## src/hw/edpc_cfg.svh

```systemverilog
// offsets, field positions, reset values and timing counts of the energy-detect power control
`ifndef EDPC_CFG_SVH
`define EDPC_CFG_SVH

// ***************************************************************
// register address and field positions
// ***************************************************************
`define EDPC_ADDR 5'h1D
`define EDPC_EN_BIT 15
`define EDPC_UP_BIT 14
`define EDPC_DN_BIT 13
`define EDPC_MAN_BIT 12
`define EDPC_BD_BIT 11
`define EDPC_PWR_BIT 10
`define EDPC_EMET_BIT 9
`define EDPC_DMET_BIT 8
`define EDPC_ETHR_HI 7
`define EDPC_ETHR_LO 4
`define EDPC_DTHR_HI 3
`define EDPC_DTHR_LO 0

// ***************************************************************
// reset values
// ***************************************************************
`define EDPC_EN_RST 1'h0
`define EDPC_UP_RST 1'h1
`define EDPC_DN_RST 1'h1
`define EDPC_BD_RST 1'h0
`define EDPC_THR_RST 4'h1

// ***************************************************************
// timing and counts
// ***************************************************************
`define EDPC_BURST_LEN 4
`define EDPC_IDLE_TIME_MS 2000
`define EDPC_CLK_KHZ 40000
`define EDPC_IDLE_CYCLES (`EDPC_IDLE_TIME_MS * `EDPC_CLK_KHZ)

`endif

```

## src/hw/edpc_pkg.sv

```systemverilog
// types shared by the energy-detect power control files
package edpc_pkg;
    typedef logic [15:0] edpc_word_t;
    typedef logic [3:0] edpc_thr_t;
    typedef enum logic [1:0] {EDPC_IDLE, EDPC_PULSE_HI, EDPC_PULSE_LO} edpc_burst_st_t;
endpackage

```

## src/hw/edpc_top.sv

```systemverilog
// energy-detect power control: register, event counters, power state and pulse bursts
`include "edpc_cfg.svh"

module edpc_top #(
    parameter int unsigned IDLE_CYCLES = `EDPC_IDLE_CYCLES,
    parameter int unsigned BURST_LEN = `EDPC_BURST_LEN
) (
    input wire logic clk,
    input wire logic arst_n,
    input wire logic ce,
    input wire logic [4:0] reg_addr,
    input wire logic reg_wr,
    input wire logic reg_rd,
    input wire edpc_pkg::edpc_word_t reg_wdata,
    output edpc_pkg::edpc_word_t reg_rdata,
    input wire logic energy_pin,
    input wire logic data_event_pin,
    input wire logic error_event_pin,
    output logic xcvr_power_up,
    output logic ed_pulse
);
    import edpc_pkg::*;

    localparam int TW = $clog2(IDLE_CYCLES + 1);

    // ***************************************************************
    // decode and input conditioning
    // ***************************************************************
    function automatic logic edpc_addr_hit(input logic [4:0] a);
        return a == `EDPC_ADDR;
    endfunction

    logic [2:0] filt, prev_reg, prev_next;
    logic wr_hit, rd_hit, man, energy, d_evt, e_evt, d_hit, e_hit;
    edpc_thr_t dcnt_inc, ecnt_inc;

    edpc_sync #(.WIDTH(3)) u_sync (
        .clk(clk),
        .arst_n(arst_n),
        .ce(ce),
        .din({error_event_pin, data_event_pin, energy_pin}),
        .dout(filt)
    );

    // ***************************************************************
    // control, counters and power state
    // ***************************************************************
    logic en_reg, up_reg, dn_reg, bd_reg, pwr_reg, dmet_reg, emet_reg;
    logic en_next, up_next, dn_next, bd_next, pwr_next, dmet_next, emet_next;
    edpc_thr_t ethr_reg, dthr_reg, dcnt_reg, ecnt_reg;
    edpc_thr_t ethr_next, dthr_next, dcnt_next, ecnt_next;
    logic [TW-1:0] idle_reg, idle_next;
    edpc_word_t rdata_reg, rdata_next;
    logic idle_done;

    // events count only while enabled, so a disabled block sees none
    always_comb begin
        wr_hit = reg_wr && edpc_addr_hit(reg_addr);
        rd_hit = reg_rd && edpc_addr_hit(reg_addr);
        man = wr_hit && reg_wdata[`EDPC_MAN_BIT] && en_reg;
        prev_next = filt;
        energy = filt[0];
        d_evt = filt[1] && !prev_reg[1] && en_reg;
        e_evt = filt[2] && !prev_reg[2] && en_reg;
        dcnt_inc = (dcnt_reg == 4'hF) ? dcnt_reg : dcnt_reg + 4'h1;
        ecnt_inc = (ecnt_reg == 4'hF) ? ecnt_reg : ecnt_reg + 4'h1;
        d_hit = d_evt && (dcnt_inc >= dthr_reg);
        e_hit = e_evt && (ecnt_inc >= ethr_reg);
        idle_done = idle_reg == TW'(IDLE_CYCLES - 1);
    end

    // register writes, sticky flags and the power state decision
    always_comb begin
        en_next = en_reg;
        up_next = up_reg;
        dn_next = dn_reg;
        bd_next = bd_reg;
        ethr_next = ethr_reg;
        dthr_next = dthr_reg;
        if (wr_hit) begin
            en_next = reg_wdata[`EDPC_EN_BIT];
            up_next = reg_wdata[`EDPC_UP_BIT];
            dn_next = reg_wdata[`EDPC_DN_BIT];
            bd_next = reg_wdata[`EDPC_BD_BIT];
            ethr_next = reg_wdata[`EDPC_ETHR_HI:`EDPC_ETHR_LO];
            dthr_next = reg_wdata[`EDPC_DTHR_HI:`EDPC_DTHR_LO];
        end
        // read clears, but an event in the same cycle wins
        dmet_next = rd_hit ? 1'b0 : dmet_reg;
        emet_next = rd_hit ? 1'b0 : emet_reg;
        if (d_hit) begin
            dmet_next = 1'b1;
        end
        if (e_hit) begin
            emet_next = 1'b1;
        end
        // counters clear after a quiet spell with no data events
        if (!en_reg || (idle_done && !d_evt)) begin
            dcnt_next = 4'h0;
            ecnt_next = 4'h0;
        end else begin
            dcnt_next = d_evt ? dcnt_inc : dcnt_reg;
            ecnt_next = e_evt ? ecnt_inc : ecnt_reg;
        end
        if (!en_reg || d_evt || idle_done) begin
            idle_next = '0;
        end else begin
            idle_next = idle_reg + TW'(1);
        end
        // error threshold informs only; it never moves the power state
        if (!en_reg) begin
            pwr_next = 1'b1;
        end else if (man) begin
            pwr_next = !pwr_reg;
        end else if (pwr_reg && dn_reg && !energy) begin
            pwr_next = 1'b0;
        end else if (!pwr_reg && up_reg && d_hit) begin
            pwr_next = 1'b1;
        end else begin
            pwr_next = pwr_reg;
        end
        // manual bit is self-clearing and so always reads back as zero
        if (rd_hit) begin
            rdata_next = {en_reg, up_reg, dn_reg, 1'b0, bd_reg, pwr_reg,
                emet_reg, dmet_reg, ethr_reg, dthr_reg};
        end else if (reg_rd) begin
            rdata_next = 16'h0000;
        end else begin
            rdata_next = rdata_reg;
        end
    end

    always_ff @(posedge clk or negedge arst_n) begin
        if (!arst_n) begin
            en_reg <= `EDPC_EN_RST;
            up_reg <= `EDPC_UP_RST;
            dn_reg <= `EDPC_DN_RST;
            bd_reg <= `EDPC_BD_RST;
            ethr_reg <= `EDPC_THR_RST;
            dthr_reg <= `EDPC_THR_RST;
            pwr_reg <= 1'b1;
            dmet_reg <= 1'b0;
            emet_reg <= 1'b0;
            dcnt_reg <= 4'h0;
            ecnt_reg <= 4'h0;
            idle_reg <= '0;
            rdata_reg <= 16'h0000;
            prev_reg <= 3'h0;
        end else if (ce) begin
            en_reg <= en_next;
            up_reg <= up_next;
            dn_reg <= dn_next;
            bd_reg <= bd_next;
            ethr_reg <= ethr_next;
            dthr_reg <= dthr_next;
            pwr_reg <= pwr_next;
            dmet_reg <= dmet_next;
            emet_reg <= emet_next;
            dcnt_reg <= dcnt_next;
            ecnt_reg <= ecnt_next;
            idle_reg <= idle_next;
            rdata_reg <= rdata_next;
            prev_reg <= prev_next;
        end
    end

    // ***************************************************************
    // pulse burst on each line driver power-up that starts while no burst is running
    // ***************************************************************
    edpc_burst_st_t st_reg, st_next;
    logic [2:0] left_reg, left_next;
    logic pulse_reg, pulse_next;

    // a power-up seen mid-burst is dropped; the burst already running covers it
    always_comb begin
        st_next = st_reg;
        left_next = left_reg;
        pulse_next = 1'b0;
        case (st_reg)
            EDPC_IDLE: begin
                if (pwr_next && !pwr_reg) begin
                    pulse_next = 1'b1;
                    st_next = EDPC_PULSE_HI;
                    left_next = bd_reg ? 3'h1 : 3'(BURST_LEN);
                end
            end
            EDPC_PULSE_HI: begin
                st_next = EDPC_PULSE_LO;
                left_next = left_reg - 3'h1;
            end
            EDPC_PULSE_LO: begin
                if (left_reg == 3'h0) begin
                    st_next = EDPC_IDLE;
                end else begin
                    pulse_next = 1'b1;
                    st_next = EDPC_PULSE_HI;
                end
            end
            default: begin
                st_next = EDPC_IDLE;
            end
        endcase
    end

    always_ff @(posedge clk or negedge arst_n) begin
        if (!arst_n) begin
            st_reg <= EDPC_IDLE;
            left_reg <= 3'h0;
            pulse_reg <= 1'b0;
        end else if (ce) begin
            st_reg <= st_next;
            left_reg <= left_next;
            pulse_reg <= pulse_next;
        end
    end

    assign reg_rdata = rdata_reg;
    assign xcvr_power_up = pwr_reg;
    assign ed_pulse = pulse_reg;
endmodule

```

## src/hw/edpc_sync.sv

```systemverilog
// three-stage input synchroniser with agreement filter
module edpc_sync #(
    parameter int WIDTH = 3
) (
    input wire logic clk,
    input wire logic arst_n,
    input wire logic ce,
    input wire logic [WIDTH-1:0] din,
    output logic [WIDTH-1:0] dout
);
    import edpc_pkg::*;

    logic [WIDTH-1:0] s1_reg, s2_reg, s3_reg, filt_reg;
    logic [WIDTH-1:0] s1_next, s2_next, s3_next, filt_next;

    // a bit follows the line only once stages two and three agree
    always_comb begin
        s1_next = din;
        s2_next = s1_reg;
        s3_next = s2_reg;
        filt_next = ((s2_reg ~^ s3_reg) & s3_reg) | ((s2_reg ^ s3_reg) & filt_reg);
    end

    // stage one feeds stage two only, so metastability stays contained
    always_ff @(posedge clk or negedge arst_n) begin
        if (!arst_n) begin
            s1_reg <= '0;
            s2_reg <= '0;
            s3_reg <= '0;
            filt_reg <= '0;
        end else if (ce) begin
            s1_reg <= s1_next;
            s2_reg <= s2_next;
            s3_reg <= s3_next;
            filt_reg <= filt_next;
        end
    end

    assign dout = filt_reg;
endmodule

```

## config.mk

```make
export PLATFORM = sky130hd
export DESIGN_NAME = edpc_top
export DESIGN_NICKNAME = d
export VERILOG_FILES = /design/src/hw/edpc_pkg.sv /design/src/hw/edpc_top.sv /design/src/hw/edpc_sync.sv
export VERILOG_INCLUDE_DIRS = /design/src /design/src/hw
export SDC_FILE = /design/constraint.sdc
export NUM_CORES = 1
export LEC_CHECK = 0
export ABC_AREA = 0
export BUFFER_PORTS_ARGS = -buffer_cell sky130_fd_sc_hd__buf_2
export CORE_AREA = 3 3 94 96
export DETAILED_ROUTE_END_ITERATION = 6
export DIE_AREA = 0 0 97 99
export GPL_TIMING_DRIVEN = 0
export PLACE_DENSITY = 0.81
export REMOVE_ABC_BUFFERS = 1
export SLEW_MARGIN = 10
export SYNTH_ARGS = -nofsm -noshare
export SYNTH_HDL_FRONTEND = slang
export SYNTH_SLANG_ARGS = --single-unit
```

## constraint.sdc

```tcl
create_clock -name clk -period 2.4 [get_ports clk]
set_input_delay 0.24 -clock clk [delete_from_list [all_inputs] [get_ports clk]]
set_output_delay 0.24 -clock clk [all_outputs]
set_load 0.01 [all_outputs]
```

Word level (Yosys, flattened, before mapping):

Cells that the tools add are included.

* add/subtract/negate cells: 4
* magnitude comparators: 2
* equal/unequal tests: 7
* muxes and demuxes: 25
* bitwise logic cells: 5
* reductions and logical operators: 41

Operators by type and width (count)
* 2-to-1 mux 16 bit: 2
* adder 27 x 1 -> 27 bit (second input constant): 1
* equality test 27 bit (second input constant): 1
* 2-to-1 mux 27 bit: 1
* 2-to-1 mux 4 bit: 6
* logical AND 1 bit: 16
* AND reduction 2 bit: 7
* nonzero test 2 bit: 6
* 2-to-1 mux 1 bit: 10
* adder 4 x 1 -> 4 bit (second input constant): 2
* equality test 4 bit (second input constant): 2
* >= comparator 4 bit: 2
* bitwise AND 3 bit: 2
* logical NOT 1 bit: 6
* 2-to-1 mux 3 bit: 2
* one-hot mux 2 bit (3 select lines): 1
* one-hot mux 3 bit (2 select lines): 1
* equality test 5 bit (second input constant): 1
* logical NOT 3 bit: 1
* logical OR 1 bit: 3
* bitwise OR 3 bit: 1
* AND reduction 3 bit: 1
* subtractor 3 x 1 -> 3 bit (second input constant): 1
* XNOR 3 bit: 1
* other kinds (7): 7

* bits in registers: 87
* bits of input ports: 29
* output and inout bits: 18
* logic and storage cells: 105

Logic depth before layout (Yosys ltp):

* depth in word-level cells: 12
* depth in mapped cells: 9
* gate-level depth less buffers: 9

By module:

From an unflattened synthesis, not the netlist that was laid out.

* cell total of the unflattened synthesis: 425
* area, all modules: 4362.9 µm²

By module, submodules not included
* edpc_top: times used 1, cells each 394, area each 3837.4 µm², sequential area each 1833.0 µm²
* edpc_sync: times used 1, cells each 31, area each 525.5 µm², sequential area each 300.3 µm²

Least setup slack after synthesis:

OpenSTA, ideal clock, no wires.

* kind: register to register
* start: register dcnt_reg[0]
* end: register left_reg[2]
* library setup time: 0.126 ns
* data arrival time: 2.531 ns
* required time: 2.274 ns
* path slack: -0.256 ns
* cell stages (with the launch flop): 9
* path buffers: 0
* clock period less this slack: 2.656 ns
* cells stage by stage: dfrtp_1 -> ha_1 -> nand3_1 -> mux2_2 -> ha_1 -> a2111oi_0 -> o31ai_1 -> o21a_1 -> o311a_1

* longest elaborated chain between the ends: 12
* elaborated cells between the ends (all ways): 13
* classes of those cells: 1 x add/sub; 1 x order compare; 2 x eq/ne; 5 x mux; 4 x reduce/logical

RTL lines
* start, declared: RTL line edpc_top.sv:50 `edpc_thr_t ethr_reg, dthr_reg, dcnt_reg, ecnt_reg;`
* start signal, assigned: RTL line edpc_top.sv:159 `dcnt_reg <= dcnt_next;`
* adder 4 x 1 -> 4 bit or equality test 4 bit (tied branches): RTL line edpc_top.sv:65 `dcnt_inc = (dcnt_reg == 4'hF) ? dcnt_reg : dcnt_reg + 4'h1;`
* 2-to-1 mux 4 bit *: RTL line edpc_top.sv:65
* >= comparator 4 bit *: RTL line edpc_top.sv:67 `d_hit = d_evt && (dcnt_inc >= dthr_reg);`
* logical AND 1 bit *: RTL line edpc_top.sv:67
* logical AND 1 bit *: RTL line edpc_top.sv:117 `end else if (!pwr_reg && up_reg && d_hit) begin`
* 2-to-1 mux 1 bit *: RTL line edpc_top.sv:117
* 2-to-1 mux 1 bit *: RTL line edpc_top.sv:115 `end else if (pwr_reg && dn_reg && !energy) begin`
* 2-to-1 mux 1 bit *: RTL line edpc_top.sv:113 `end else if (man) begin`
* 2-to-1 mux 1 bit *: RTL line edpc_top.sv:111 `if (!en_reg) begin`
* logical AND 1 bit *: RTL line edpc_top.sv:181 `if (pwr_next && !pwr_reg) begin`
* inequality test 2 bit (no source line) *
* AND reduction 3 bit (no source line) *
* end signal, assigned: RTL line edpc_top.sv:212 `left_reg <= left_next;`
* end, declared: RTL line edpc_top.sv:171 `logic [2:0] left_reg, left_next;`

Mark *: on every way between the ends. The rest lies on a longest branch, timed or not.
A chain may end at the register's enable or synchronous reset.

Final worst setup path:

* start: register dcnt_reg[1]
* end: register left_reg[2]

Same word-level chain as after synthesis.

==> qor.txt <==
H-tree levels: 3
Placement Setup Slack: -0.6153 ns
Failing checks: setup timing
RSZ-0062 raised after global routing: yes
Worst-Margin Slew: 0.9336 ns
Post-route setup slack: -0.05979 ns
# IOs: 47
First-pass GRT wire length: 15.06 mm
Synth warn: 0
Drt via density: 5.622
Async set or reset register ratio after synthesis: 1.000
Final Cycle Share: 1.025
Area leader, netlist: dfrtp_1
DR pass1 iterations: 5
Root Driver: clkbuf_8
Area of the multi-input gates: 2063 um^2
Top FF cell, synth: dfrtp_1
P per Cell Area: 676.8 nW/um^2
Antenna violations before repair: 0
Top-area cell type share of the netlist area: 0.4707
Area grow syn2layout: 15.89%
Vias in the first global route: 3,229
Final critical-path required period: 2.460 ns
# diodes: 0
Post-synthesis sequential area ratio: 0.5016
Nature of the critical path endpoint: register
Initial DRC Count: 109
Fin. Hold Viols: 0
Setup Skew: 0.01469 ns
Mean Syn Cell Area: 10.10 um^2
Reg area: 2133 um^2
Clock latency on the worst-skew pair: 0.36 ns
Total CTS buffers: 9
Top post-synthesis cells by count: dfrtp_1, nand2_1, nor2_1, inv_1, mux2_2
Site Rows: 33
Status: finished, violations left
Synthesized cell area: 4253 um^2
Number of I/O port buffers: 42
Largest register FFs: 27
Cells on worst reg2reg path: 8
Gr ovfl total: 0
R2R setup slack: -0.06 ns
Hold WS: 0.1081 ns
Filler cells: 670
Nets: 512
Final Max Tran Viols: 0
Hold Path Stages: 2
Placed insts: 551
Final WL: 8.841 mm
Gr usage total: 0.1938
Vias: 3,244
Post-DP HPWL: 5.750 mm
Startpoint types: register
Top-count cell post-synth: dfrtp_1
Die Footprint: 9603 um^2
CTS sink cnt: 85
CORE AREA: 8134 um^2
Hold Crit Class: in -> reg
Synth cell types: 51
Critical path arrival: 2.70 ns
Clock-pin slew on the worst setup and hold paths: 0.09 ns
Chip height: 99 um
Die Wd: 97 um
Post-route ant nets: 0
Top post-synthesis cells by area: dfrtp_1, mux2_2, ha_1
Layout Cells excl Fill: 577
Average routed wire per standard cell: 15.32 um
Leakage Power: 0.002199 uW
Worst-path maximum fanout: 4
Longest Clk Path Bufs: 2
Number of enable flip-flop cells after synthesis: 0
CP Data Required Time: 2.64 ns
Share of layout cells above drive strength 1: 0.2373
Largest net degree at the start of global routing: 53
Final setup violation count: 1
RePlAce Congestion: 0.8541
Max rail drop VDD: 0.0003516 V
Util after Layout: 0.6059
Relative slew slack: 0.3761
TritonCTS clock tree: yes
F_max: 0.4065 GHz
Cells after Synth: 421
Max-Cap Viols: 0
Drc violations: 0
Starting Density: 0.5228
Synth Register Bits: 85
Setup CP Type: reg -> reg
-- critical path, cell delays in order, from the launching register on --
cell,delay [ns]
dfrtp_1,0.43
ha_4,0.19
nand3_4,0.10
mux2_4,0.33
ha_4,0.23
a2111oi_4,0.44
o31ai_4,0.11
o21a_1,0.22
o311a_1,0.29
-- power by group --
group	internal [uW]	total [uW]	leakage [uW]	switching, uW
registers	1590	1710	0.00112	115
logic	280	612	0.000986	332
clock network	512	1020	0.0000899	507
-- cell families after synthesis --
| logic type | synth area share |
|---|---|
| and+or+nand+nor | 0.1853 |
| DFF | 0.5016 |
| AOI/OAI and AO/OA | 0.1068 |
| buffers and inverters | 0.04325 |
| xor gates and xnor gates | 0.05149 |
| muxes | 0.06355 |
| adders and majority gates | 0.04707 |
| other | 0.0008818 |
-- timing repair --
action                                 in CTS  in global routing
gates cloned                                1                  0
gates resized for setup                    17                  8
setup endpoints to repair                  35                 19
pin swaps                                   2                  0
hold buffers                                1                  0
setup buffers                               5                  3
endpoints found under the hold margin      33                  0
-- through the flow --
step           instance area (um^2)  total power (uW)  TNS [ns]
3_3_place_gp                   4504              2213    -12.72
2_1_floorplan                  4163              2065    -1.983
4_1_cts                        4873              3322  -0.01723
5_1_grt                        4928              3514   -0.2613
3_5_place_dp                   4534              2258    -14.84
6_report                       4928              3335  -0.05979
-- layout by cell type, fill, tap and decap left out, types with 3 or more instances in the layout --
cell type / Yosys / layout
dfrtp_1: 80 / 80
nand2_1: 47 / 47
nor2_1: 41 / 40
buf_2: 0 / 40
inv_1: 25 / 25
mux2_2: 24 / 23
o21ai_0: 20 / 18
nand3_1: 17 / 16
xor2_1: 16 / 16
ha_1: 16 / 13
nand4_1: 11 / 11
o31ai_1: 13 / 11
clkbuf_8: 0 / 10
xnor2_1: 9 / 9
buf_4: 2 / 9
a21oi_1: 8 / 8
nand2b_1: 7 / 7
nor3_1: 6 / 6
o22ai_1: 6 / 6
a22o_1: 5 / 5
dfstp_2: 5 / 5
nor2b_1: 4 / 4
and3_1: 4 / 4
a31oi_1: 3 / 3
o211ai_1: 3 / 3
ha_4: 0 / 3
clkbuf_1: 12 / 3
-- routing by layer --
layer / vias up / wire length [um] / global-route usage
met1: 1600 / 3852 / 0.2409
met3: 15 / 357 / 0.03043
li1: 1556 / - / -
met2: 73 / 4431 / 0.3280
met5: - / 0 / 0
met4: 0 / 199 / 0.1004
-- area by class of cell --
| cell class | count | area share |
|---|---|---|
| Clock buffer | 13 | 0.03021 |
| Clock inverter | 3 | 0.009139 |
| Inverter | 25 | 0.01904 |
| Multi-Input combinational cell | 294 | 0.4186 |
| Sequential cell | 85 | 0.4329 |
| Tap cell | 105 | 0.02666 |
| Timing Repair Buffer | 52 | 0.06347 |
-- path summary, 6_finish.rpt --
kind                            endpoint           from
setup / recovery             left_reg[2]    dcnt_reg[1]
min in group asynchronous    ethr_reg[2]         arst_n
max in group asynchronous         up_reg         arst_n
setup reg to reg             left_reg[2]    dcnt_reg[1]
hold / removal               ethr_reg[3]   reg_wdata[7]
hold reg to reg            reg_rdata[11]  reg_rdata[11]
No activity file was read; power rests on OpenSTA's default activity.
